File: config.mk
export PLATFORM = sky130hd
export DESIGN_NAME = rpm_pin_mux
export DESIGN_NICKNAME = d
export VERILOG_FILES = /design/src/inc/rpm_pkg.sv /design/src/logic/rpm_sync.sv /design/src/logic/rpm_rst_seq.sv /design/src/logic/rpm_pin_mux.sv
export VERILOG_INCLUDE_DIRS = /design/src /design/src/inc
export SDC_FILE = /design/constraint.sdc
export NUM_CORES = 1
export LEC_CHECK = 0
export BUFFER_PORTS_ARGS = -buffer_cell sky130_fd_sc_hd__buf_2
export CAP_MARGIN = 0
export CORE_UTILIZATION = 50
export CTS_CLUSTER_SIZE = 40
export DETAILED_ROUTE_END_ITERATION = 8
export GPL_TIMING_DRIVEN = 1
export PLACE_DENSITY = 0.83
export SLEW_MARGIN = 20
export SYNTH_ARGS = -nofsm -noshare
export SYNTH_HDL_FRONTEND = slang
export SYNTH_SLANG_ARGS = --single-unit
File: constraint.sdc
create_clock -name core_clk_i -period 3.8 [get_ports core_clk_i]
set_input_delay 0.95 -clock core_clk_i [delete_from_list [all_inputs] [get_ports core_clk_i]]
set_output_delay 0.95 -clock core_clk_i [all_outputs]
set_load 0.02 [all_outputs]
File: src/inc/rpm_map.svh
`ifndef RPM_MAP_SVH
`define RPM_MAP_SVH

// port A lines handled here
`define RPM_PA_WIDTH 3
`define RPM_LINE0 0
`define RPM_LINE1 1
`define RPM_LINE2 2

// synchroniser layout: reset pin, port A lines, comparator C result
`define RPM_SYNC_WIDTH 5
`define RPM_SYNC_RST_POS 0
`define RPM_SYNC_PA_LSB 1
`define RPM_SYNC_PA_MSB 3
`define RPM_SYNC_CMPC_POS 4
`define RPM_SYNC_RESET_VALUE 5'h1f

// reset sequencing
`define RPM_RST_RELEASE_CYCLES 16
`define RPM_RST_CNT_WIDTH 5
`define RPM_RST_CNT_LAST 5'h0f
`define RPM_RST_CNT_SAT 5'h1f

// pin defaults after reset
`define RPM_PA_OE_N_RESET 3'h7
`define RPM_PA_OUT_RESET 3'h0
`define RPM_PA_EN_RESET 3'h0

`endif

File: src/inc/rpm_pkg.sv
`include "rpm_map.svh"

package rpm_pkg;

    typedef enum logic {
        RPM_PIN_RESET_ROLE,
        RPM_PIN_PORT_ROLE
    } rpm_pin_role_t;

    typedef enum logic {
        RPM_A0_ANALOG,
        RPM_A0_CMPC_OUT
    } rpm_a0_func_t;

    typedef enum logic [1:0] {
        RPM_SEQ_HOLD,
        RPM_SEQ_COUNT,
        RPM_SEQ_RUN
    } rpm_seq_state_t;

    typedef struct packed {
        logic [`RPM_SYNC_WIDTH-1:0] stage1;
        logic [`RPM_SYNC_WIDTH-1:0] stage2;
    } rpm_sync_regs_t;

    typedef struct packed {
        rpm_seq_state_t state;
        logic [`RPM_RST_CNT_WIDTH-1:0] cnt;
        logic [`RPM_RST_CNT_WIDTH-1:0] low_cnt;
    } rpm_seq_regs_t;

    typedef struct packed {
        rpm_pin_role_t role;
        logic rst_oe_n;
        logic [`RPM_PA_WIDTH-1:0] pa_out;
        logic [`RPM_PA_WIDTH-1:0] pa_oe_n;
        logic [`RPM_PA_WIDTH-1:0] pa_in;
        logic pd4_in;
        logic [`RPM_PA_WIDTH-1:0] ch_en;
        logic cmp3_en;
        logic cmp0_en;
        logic cmp1_en;
        logic vrefh_en;
    } rpm_mux_regs_t;

endpackage : rpm_pkg

File: src/logic/rpm_sync.sv
`timescale 1ns/10ps
`default_nettype none
`include "rpm_map.svh"

module rpm_sync
    import rpm_pkg::*;
(
    // clock and reset
    input wire logic core_clk_i,
    input wire logic reset_i,
    // asynchronous levels in, synchronised levels out
    input wire logic [`RPM_SYNC_WIDTH-1:0] async_i,
    output logic [`RPM_SYNC_WIDTH-1:0] sync_o
);

    rpm_sync_regs_t q;
    rpm_sync_regs_t d;

    // stage1 feeds stage2 only; idle level matches the pin pullups
    always_comb begin
        d = q;
        d.stage1 = async_i;
        d.stage2 = q.stage1;
    end

    always_ff @(posedge core_clk_i) begin
        if (reset_i) begin
            q.stage1 <= `RPM_SYNC_RESET_VALUE;
            q.stage2 <= `RPM_SYNC_RESET_VALUE;
        end else begin
            q <= d;
        end
    end

    assign sync_o = q.stage2;

endmodule : rpm_sync

`default_nettype wire

File: src/logic/rpm_rst_seq.sv
`timescale 1ns/10ps
`default_nettype none
`include "rpm_map.svh"

module rpm_rst_seq
    import rpm_pkg::*;
(
    // clock and reset
    input wire logic core_clk_i,
    input wire logic reset_i,
    // combined reset request, level
    input wire logic req_i,
    // internal reset, level
    output logic core_reset_o
);

    rpm_seq_regs_t q;
    rpm_seq_regs_t d;

    always_comb begin
        d = q;
        if (req_i) begin
            d.low_cnt = '0;
        end else if (q.low_cnt != `RPM_RST_CNT_SAT) begin
            d.low_cnt = q.low_cnt + 5'h01;
        end
        unique case (q.state)
            RPM_SEQ_HOLD: begin
                d.cnt = '0;
                if (!req_i) begin
                    d.state = RPM_SEQ_COUNT;
                end
            end
            RPM_SEQ_COUNT: begin
                if (req_i) begin
                    d.state = RPM_SEQ_HOLD;
                    d.cnt = '0;
                end else if (q.cnt == `RPM_RST_CNT_LAST) begin
                    d.state = RPM_SEQ_RUN;
                end else begin
                    d.cnt = q.cnt + 5'h01;
                end
            end
            RPM_SEQ_RUN: begin
                if (req_i) begin
                    d.state = RPM_SEQ_HOLD;
                    d.cnt = '0;
                end
            end
            default: begin
                d.state = RPM_SEQ_HOLD;
                d.cnt = '0;
            end
        endcase
    end

    always_ff @(posedge core_clk_i) begin
        if (reset_i) begin
            q.state <= RPM_SEQ_HOLD;
            q.cnt <= '0;
            q.low_cnt <= '0;
        end else begin
            q <= d;
        end
    end

    assign core_reset_o = (q.state != RPM_SEQ_RUN);

    localparam int unsigned release_cycles = `RPM_RST_RELEASE_CYCLES;
endmodule : rpm_rst_seq

`default_nettype wire

File: src/logic/rpm_pin_mux.sv
`timescale 1ns/10ps
`default_nettype none
`include "rpm_map.svh"

module rpm_pin_mux
    import rpm_pkg::*;
(
    // clock and reset
    input wire logic core_clk_i,
    input wire logic reset_i,
    // shared reset pin, open drain
    input wire logic external_reset_n_i,
    output logic external_reset_n_o,
    output logic external_reset_n_oe_n_o,
    // other reset sources and internal reset
    input wire logic power_on_reset_i,
    input wire logic watchdog_reset_i,
    input wire logic software_reset_i,
    output logic core_reset_o,
    // reset pin port function
    input wire logic reset_pin_port_role_i,
    input wire logic port_d_line_4_dir_out_i,
    input wire logic port_d_line_4_data_i,
    output logic port_d_line_4_in_o,
    // port A lines 0 to 2
    input wire logic [`RPM_PA_WIDTH-1:0] port_a_i,
    output logic [`RPM_PA_WIDTH-1:0] port_a_o,
    output logic [`RPM_PA_WIDTH-1:0] port_a_oe_n_o,
    output logic [`RPM_PA_WIDTH-1:0] port_a_in_o,
    // port A configuration
    input wire logic [`RPM_PA_WIDTH-1:0] port_a_dir_out_i,
    input wire logic [`RPM_PA_WIDTH-1:0] port_a_data_i,
    input wire logic [`RPM_PA_WIDTH-1:0] port_peripheral_enable_i,
    input wire logic [`RPM_PA_WIDTH-1:0] system_peripheral_select_i,
    input wire rpm_a0_func_t port_a_line_0_func_i,
    input wire logic conv_a_ref_high_sel_i,
    // analog routing
    input wire logic comparator_c_result_i,
    output logic [`RPM_PA_WIDTH-1:0] conv_a_channel_en_o,
    output logic comparator_a_input_3_en_o,
    output logic comparator_a_input_0_en_o,
    output logic comparator_a_input_1_en_o,
    output logic conv_a_reference_high_en_o
);

    rpm_mux_regs_t q;
    rpm_mux_regs_t d;
    logic [`RPM_SYNC_WIDTH-1:0] sync_in;
    logic [`RPM_SYNC_WIDTH-1:0] sync_out;
    logic rst_pin_sync;
    logic cmpc_sync;
    logic [`RPM_PA_WIDTH-1:0] pa_sync;
    logic [`RPM_PA_WIDTH-1:0] alt;
    logic ext_req;
    logic seq_req;
    logic line0_analog;
    logic line0_cmpc;

    // comparator C result is asynchronous to the core clock too
    assign sync_in = {comparator_c_result_i, port_a_i, external_reset_n_i};

    rpm_sync u_sync (
        .core_clk_i(core_clk_i),
        .reset_i(reset_i),
        .async_i(sync_in),
        .sync_o(sync_out)
    );

    assign rst_pin_sync = sync_out[`RPM_SYNC_RST_POS];
    assign pa_sync = sync_out[`RPM_SYNC_PA_MSB:`RPM_SYNC_PA_LSB];
    assign cmpc_sync = sync_out[`RPM_SYNC_CMPC_POS];

    // pin request, gated in port role
    assign ext_req = (q.role == RPM_PIN_RESET_ROLE) && !rst_pin_sync;
    assign seq_req = ext_req || power_on_reset_i || watchdog_reset_i || software_reset_i;

    rpm_rst_seq u_rst_seq (
        .core_clk_i(core_clk_i),
        .reset_i(reset_i),
        .req_i(seq_req),
        .core_reset_o(core_reset_o)
    );

    assign alt = port_peripheral_enable_i & system_peripheral_select_i;
    assign line0_analog = alt[`RPM_LINE0] && (port_a_line_0_func_i == RPM_A0_ANALOG);
    assign line0_cmpc = alt[`RPM_LINE0] && (port_a_line_0_func_i == RPM_A0_CMPC_OUT);

    always_comb begin
        d = q;
        d.pa_in = pa_sync;
        if (core_reset_o) begin
            d.role = RPM_PIN_RESET_ROLE;
            d.rst_oe_n = 1'b1;
            d.pd4_in = 1'b1;
            d.pa_out = `RPM_PA_OUT_RESET;
            d.pa_oe_n = `RPM_PA_OE_N_RESET;
            d.ch_en = `RPM_PA_EN_RESET;
            d.cmp3_en = 1'b0;
            d.cmp0_en = 1'b0;
            d.cmp1_en = 1'b0;
            d.vrefh_en = 1'b0;
        end else begin
            d.role = reset_pin_port_role_i ? RPM_PIN_PORT_ROLE : RPM_PIN_RESET_ROLE;
            // pull low only, never drive high
            d.rst_oe_n = !(reset_pin_port_role_i && port_d_line_4_dir_out_i
                           && !port_d_line_4_data_i);
            d.pd4_in = (q.role == RPM_PIN_PORT_ROLE) ? rst_pin_sync : 1'b1;
            for (int n = 0; n < `RPM_PA_WIDTH; n++) begin
                if (alt[n]) begin
                    d.pa_out[n] = 1'b0;
                    d.pa_oe_n[n] = 1'b1;
                end else begin
                    d.pa_out[n] = port_a_data_i[n];
                    d.pa_oe_n[n] = !port_a_dir_out_i[n];
                end
            end
            // comparator C result onto line 0
            if (line0_cmpc) begin
                d.pa_out[`RPM_LINE0] = cmpc_sync;
                d.pa_oe_n[`RPM_LINE0] = 1'b0;
            end
            d.ch_en[`RPM_LINE0] = line0_analog;
            d.cmp3_en = line0_analog;
            d.ch_en[`RPM_LINE1] = alt[`RPM_LINE1];
            d.cmp0_en = alt[`RPM_LINE1];
            d.ch_en[`RPM_LINE2] = alt[`RPM_LINE2] && !conv_a_ref_high_sel_i;
            d.cmp1_en = alt[`RPM_LINE2] && !conv_a_ref_high_sel_i;
            d.vrefh_en = alt[`RPM_LINE2] && conv_a_ref_high_sel_i;
        end
    end

    always_ff @(posedge core_clk_i) begin
        if (reset_i) begin
            q.role <= RPM_PIN_RESET_ROLE;
            q.rst_oe_n <= 1'b1;
            q.pa_out <= `RPM_PA_OUT_RESET;
            q.pa_oe_n <= `RPM_PA_OE_N_RESET;
            q.pa_in <= `RPM_PA_OUT_RESET;
            q.pd4_in <= 1'b1;
            q.ch_en <= `RPM_PA_EN_RESET;
            q.cmp3_en <= 1'b0;
            q.cmp0_en <= 1'b0;
            q.cmp1_en <= 1'b0;
            q.vrefh_en <= 1'b0;
        end else begin
            q <= d;
        end
    end

    // pin output level is constant low; only the enable moves
    assign external_reset_n_o = 1'b0;
    assign external_reset_n_oe_n_o = q.rst_oe_n;
    assign port_d_line_4_in_o = q.pd4_in;
    assign port_a_o = q.pa_out;
    assign port_a_oe_n_o = q.pa_oe_n;
    assign port_a_in_o = q.pa_in;
    assign conv_a_channel_en_o = q.ch_en;
    assign comparator_a_input_3_en_o = q.cmp3_en;
    assign comparator_a_input_0_en_o = q.cmp0_en;
    assign comparator_a_input_1_en_o = q.cmp1_en;
    assign conv_a_reference_high_en_o = q.vrefh_en;
endmodule : rpm_pin_mux

`default_nettype wire

==> results of run 1 <==
[power by group through the flow]
stage | logic (uW) | registers, uW | clock network (uW)
2_1_floorplan | 18.6 | 362 | 0
3_3_place_gp | 31.9 | 362 | 0
3_5_place_dp | 33.4 | 363 | 0
4_1_cts | 33.6 | 355 | 276
5_1_grt | 36.8 | 356 | 289
6_report | 33.1 | 355 | 269
[area by class of cell]
| class | count | area, um2 | share of cell area |
|---|---|---|---|
| Clock buffer | 7 | 55.1 | 0.0384 |
| Clock inverter | 1 | 30.0 | 0.0209 |
| Inverter | 3 | 11.3 | 0.00785 |
| Multi-Input combinational cell | 63 | 417 | 0.291 |
| Sequential cell | 33 | 661 | 0.461 |
| Tap cell | 28 | 35.0 | 0.0244 |
| Timing Repair Buffer | 45 | 225 | 0.157 |
[how the worst max path moves through the flow]
stage                     startpoint              end  slack, ps
detailed placement           reset_i  u_rst_seq.q[10]       1870
global route         u_rst_seq.q[10]     core_reset_o       1610
finish               u_rst_seq.q[10]     core_reset_o       1660
CTS                  u_rst_seq.q[10]     core_reset_o       1650
floorplan           software_reset_i  u_rst_seq.q[10]       2180
global placement             reset_i  u_rst_seq.q[10]       1950
[logic make-up after synthesis]
kind of cell / after synthesis / synth area share
other: 1 / 0.00314
AND/OR/NAND/NOR: 46 / 0.228
adder cells (fa/ha/maj): 2 / 0.0209
AO/OA/AOI/OAI: 9 / 0.0555
flip-flops: 33 / 0.553
buffers and inverters: 18 / 0.0984
XOR/XNOR: 3 / 0.0220
multiplexers: 2 / 0.0188
[registers in the layout, summed over array words and instances (netlist names)]
signal and flops:
u_sync.d 5, u_rst_seq.q 7, conv_a_channel_en_o 3, port_d_line_4_in_o 1
external_reset_n_oe_n_o 1, u_sync.sync_o 5, port_a_in_o 3, conv_a_reference_high_en_o 1
port_a_oe_n_o 3, q 1, port_a_o 3
[per-layer routing]
metal	global-route usage	wire length [um]
met1	0.158	800
met4	0.111	42
met2	0.333	997
met5	0	0
met3	0.104	195
[layout by cell type, fill, tap and decap left out, drive strengths merged]
cell,synthesis,final
nand3,2,2
nand4b,1,1
nand2,6,6
nor2b,3,3
and2,1,1
conb,1,1
o21ai,2,2
inv,3,3
and3,3,3
nand3b,2,2
a211oi,1,1
a21oi,2,2
or2,10,10
nor3,3,3
xnor2,3,3
and2b,3,3
dfxtp,33,33
nor2,8,8
a22oi,4,4
nor4,1,1
buf,14,45
bufinv,0,1
ha,2,2
nand2b,2,2
nand4,1,1
clkbuf,1,7
mux2,2,2
[metrics by stage]
step,hold WS [ps],cells,setup slack (ps),cell area [um2],utilization
floorplan,389,114,2180,1190,-
global placement,391,172,1950,1350,0.604
detailed placement,393,172,1870,1350,0.604
CTS,419,180,1650,1430,0.642
global route,435,180,1610,1430,0.642
finish,418,180,1660,1430,0.642
==> impl_results.md, run 1 <==
- Status: completed
- Post-CTS setup buffer count: 0
- Post-synthesis async set-or-reset flop share: 0
- Min-Delay Path Class: flop to flop
- Fmax: 0.468 GHz
- R2R Path End: u_rst_seq.q[6]
- Hold Path Depth: 1
- R2R Path Start: u_rst_seq.q[5]
- Syn nets: 143
- Hold path start: u_sync.d[2]
- H-tree Lvls: 2
- Worst skew pair latency: 330 ps
- Synth area leader: dfxtp_1
- Sequential area share after synthesis: 0.553
- Fin nets: 180
- Final worst path period share: 0.562
- Via density: 4.78
- Worst r2r path cells: 6
- WP buf/inv: 2
- Internal Power: 527 uW
- Switching Power: 129 uW
- Die ar.: 2590 um2
- Die height: 50.9 um
- Largest net degree at the start of global routing: 17
- Mapped Area: 1190 um2
- Sw Ratio: 0.197
- Synthesized flop and latch total: 33
- Setup total negative slack: 0 ps
- Vias in the first global route: 802
- Global route overflow: 0
- Crit Path Max Fanout: 7
- Critical Path RT: 2850 ps
- Top area cells in the synthesized netlist: dfxtp_1, buf_4, or2_2
- Crit path DAT: 1190 ps
- CTS tree: done
- RSZ-0062 raised after global routing: false
- YS warnings: 0
- Top FF cell, synth: dfxtp_1
- Crit path depth: 3
- Initial antenna violation count: 0
- Syn_area_per_cell: 10.5 um2
- Die width: 50.9 um
- DR WL/cell: 11.3 um
- Row count: 17
- Clock Pin Slew Worst Setup and Hold Paths: 90 ps
- Top Ports: 47
- Crit-path leading delay family: flip-flops
- GP Congestion: 0.686
- Post-cts resize count: 0
- Most frequent cell after synthesis: dfxtp_1
- GRT Overall Usage: 0.186
- DRC: 0
- Top cell type's share of synthesized area: 0.553
- Hold_buf cts: 0
- CP Launch Type: flop
- Final Hold Fails: 0
- Hold Path End: u_sync.sync_o[2]
- Gate count of the mapped netlist: 114
- Synth cell types: 32
- Starting Density: 0.535
- CTS root buf: clkbuf_4
- Crit. End Element: output port
- Slowest cell on crit path: dfxtp_1
- Leak pwr: 0.000637 uW
- CTS buffer count: 5
- DRT antenna net count: 0
- Final min period: 2140 ps
- CTS max path bufs: 2
- Port Buffers: 45
- First-pass GRT wire length: 3250 um
- Worst path cell trace: and2b_4 -> inv_2 -> buf_2
- Reg power frac: 0.540
- Fillers: 175
- Pre-Repair DR Iteration Count: 4
- Setup Viol. Count Final: 0
- VDD IR max: 0.263 mV
- Iteration-0 DRC Markers: 7
- CORE AREA: 2230 um2
- Max cap viols: 0
- # diodes: 0
- WL final: 2040 um
- Clk_skew: 3.51 ps
- Power, Total: 657 uW
- Slew Viols, Final: 0
- Reg2reg setup slack: 2050 ps
- Clk pwr share: 0.409
- Logic pwr share: 0.050
- Share of cells above drive strength 1: 0.461
- Pwr per Cell Area: 458 nW/um2
- Largest stage delay on the critical path: 340 ps
- Post-synth EDFFs: 0
- Total number of vias: 860
- Commonest cells post-synth: dfxtp_1, buf_4, or2_2
- Layout overhead on the synthesized area: 20.0%
- Clk sinks: 33
- Crit Path Class: flop to output port
No activity file was read; power rests on OpenSTA's default activity.
==> run 2: changes to the inputs <==
--- a/config.mk
+++ b/config.mk
@@ -8,11 +8,11 @@
 export LEC_CHECK = 0
 export BUFFER_PORTS_ARGS = -buffer_cell sky130_fd_sc_hd__buf_2
 export CAP_MARGIN = 0
-export CORE_UTILIZATION = 50
+export CORE_UTILIZATION = 42
 export CTS_CLUSTER_SIZE = 40
 export DETAILED_ROUTE_END_ITERATION = 8
 export GPL_TIMING_DRIVEN = 1
-export PLACE_DENSITY = 0.83
+export PLACE_DENSITY = 0.74
 export SLEW_MARGIN = 20
 export SYNTH_ARGS = -nofsm -noshare
 export SYNTH_HDL_FRONTEND = slang
==> constraint.sdc (replaced) <==
create_clock -name core_clk_i -period 1.7 [get_ports core_clk_i]
set_input_delay 0.425 -clock core_clk_i [delete_from_list [all_inputs] [get_ports core_clk_i]]
set_output_delay 0.425 -clock core_clk_i [all_outputs]
set_load 0.02 [all_outputs]
==> impl_results.md, run 2 (same netlist as run 1, synthesis figures left out) <==
- Total number of vias: 858
- Die ar.: 3060 um2
- Initial antenna violation count: 0
- CTS root buf: clkbuf_4
- GP Congestion: 0.740
- DR top layer: met4
- Reg power frac: 0.587
- DRC: 0
- Post-CTS setup buffer count: 0
- Final Hold Fails: 0
- Largest net degree at the start of global routing: 17
- Fmax: 0.627 GHz
- Top Ports: 47
- Share of cells above drive strength 1: 0.480
- CORE AREA: 2590 um2
- Top reg by flops: u_rst_seq.q
- Metal-1 WL: 754 um
- Post-Place Setup Slack: -9.42 ps
- Port Buffers: 45
- Largest register FFs: 7
- CTS buffer count: 5
- Logic pwr share: 0.054
- Max cap viols: 0
- Pwr per Cell Area: 941 nW/um2
- Crit path DAT: 1170 ps
- Global route overflow: 0
- Switching Power: 283 uW
- Worst skew pair latency: 330 ps
- RSZ-0062 raised after global routing: false
- Crit Path Max Fanout: 7
- Clk sinks: 33
- GRT Overall Usage: 0.139
- Met2 wire len: 915 um
- Setup ws final: 106 ps
- Pre-Repair DR Iteration Count: 4
- Via density: 4.71
- Final worst path period share: 0.938
- Clock Pin Slew Worst Setup and Hold Paths: 90 ps
- Min-Delay Path Class: input pin to flop
- Vias in the first global route: 838
- First-pass GRT wire length: 3220 um
- Leak pwr: 0.000634 uW
- Clk_skew: 5.05 ps
- # diodes: 0
- Most common cell after layout, fill and taps aside: buf_2
- CTS max path bufs: 2
- Starting Density: 0.461
- DR WL/cell: 10.5 um
- Row count: 18
- HPWL after DPL: 1420 um
- Crit Path Class: flop to output port
- Die width: 55.3 um
- Layout overhead on the synthesized area: 20.1%
- Met3 wire length: 176 um
- Setup Viol. Count Final: 0
- Clk pwr share: 0.359
- Fin nets: 180
- Die height: 55.3 um
- Final min period: 1590 ps
- Sw Ratio: 0.210
- Critical Path RT: 1270 ps
- Hold slack: 261 ps
- CP Launch Type: flop
- Crit. End Element: output port
- Internal Power: 1070 uW
- DRT antenna net count: 0
- Most frequent cells in the layout: buf_2, dfxtp_1, or2_2, nor2_1, nand2_1
- Iteration-0 DRC Markers: 7
- WL final: 1920 um
- CTS tree: done
- Status: completed
- VDD IR max: 0.676 mV
- H-tree Lvls: 2
- Slew Viols, Final: 0
[run 2: final timing paths]
path	to	depth (start not counted)	from	slack (ps)
worst min register to register	u_sync.sync_o[0]	1	u_sync.d[0]	410
worst min-delay path	conv_a_channel_en_o[2]	2	conv_a_ref_high_sel_i	260
worst max-delay path	core_reset_o	3	u_rst_seq.q[10]	110
worst max register to register	u_rst_seq.q[8]	7	u_rst_seq.q[5]	120
[run 2: worst max-delay path: stages (launching register included)]
cell and delay (ps):
dfxtp_1 330, and2b_4 290, inv_2 60, buf_2 160
[run 2: routing by layer]
metal	vias to the layer above	global-route usage
met2	43	0.217
met4	0	0.114
met3	7	0.0679
met1	374	0.138
li1	434	-
met5	-	0
[run 2: layout make-up]
type	count	area [um2]
clock buffer	7	65.1
clock inverter	1	5.00
fill	247	1150
inverter	3	11.3
multi-input combinational	63	429
sequential	33	662
tap	30	37.5
timing repair buffer	45	225
[run 2: power by group through the flow]
stage | clock (uW) | combinational, uW | sequential [uW]
2_1_floorplan | 0 | 41.5 | 810
3_3_place_gp | 0 | 71.7 | 810
3_5_place_dp | 0 | 73.9 | 811
4_1_cts | 508 | 74.2 | 793
5_1_grt | 549 | 81.0 | 795
6_report | 485 | 73.0 | 792
[run 2: timing repair]
action | in CTS | in global routing
resized for setup | 1 | 2
hold buffers | 0 | 0
setup endpoints to repair | 2 | 3
[run 2: through the flow]
step	power (uW)	utilization	cell area (um2)	instances	TNS, ps
finish	1350	0.554	1440	182	0
global route	1420	0.554	1440	182	0
CTS	1370	0.550	1420	182	0
detailed placement	885	0.522	1350	174	-9.42
global placement	882	0.522	1350	174	0
floorplan	851	-	1190	114	0
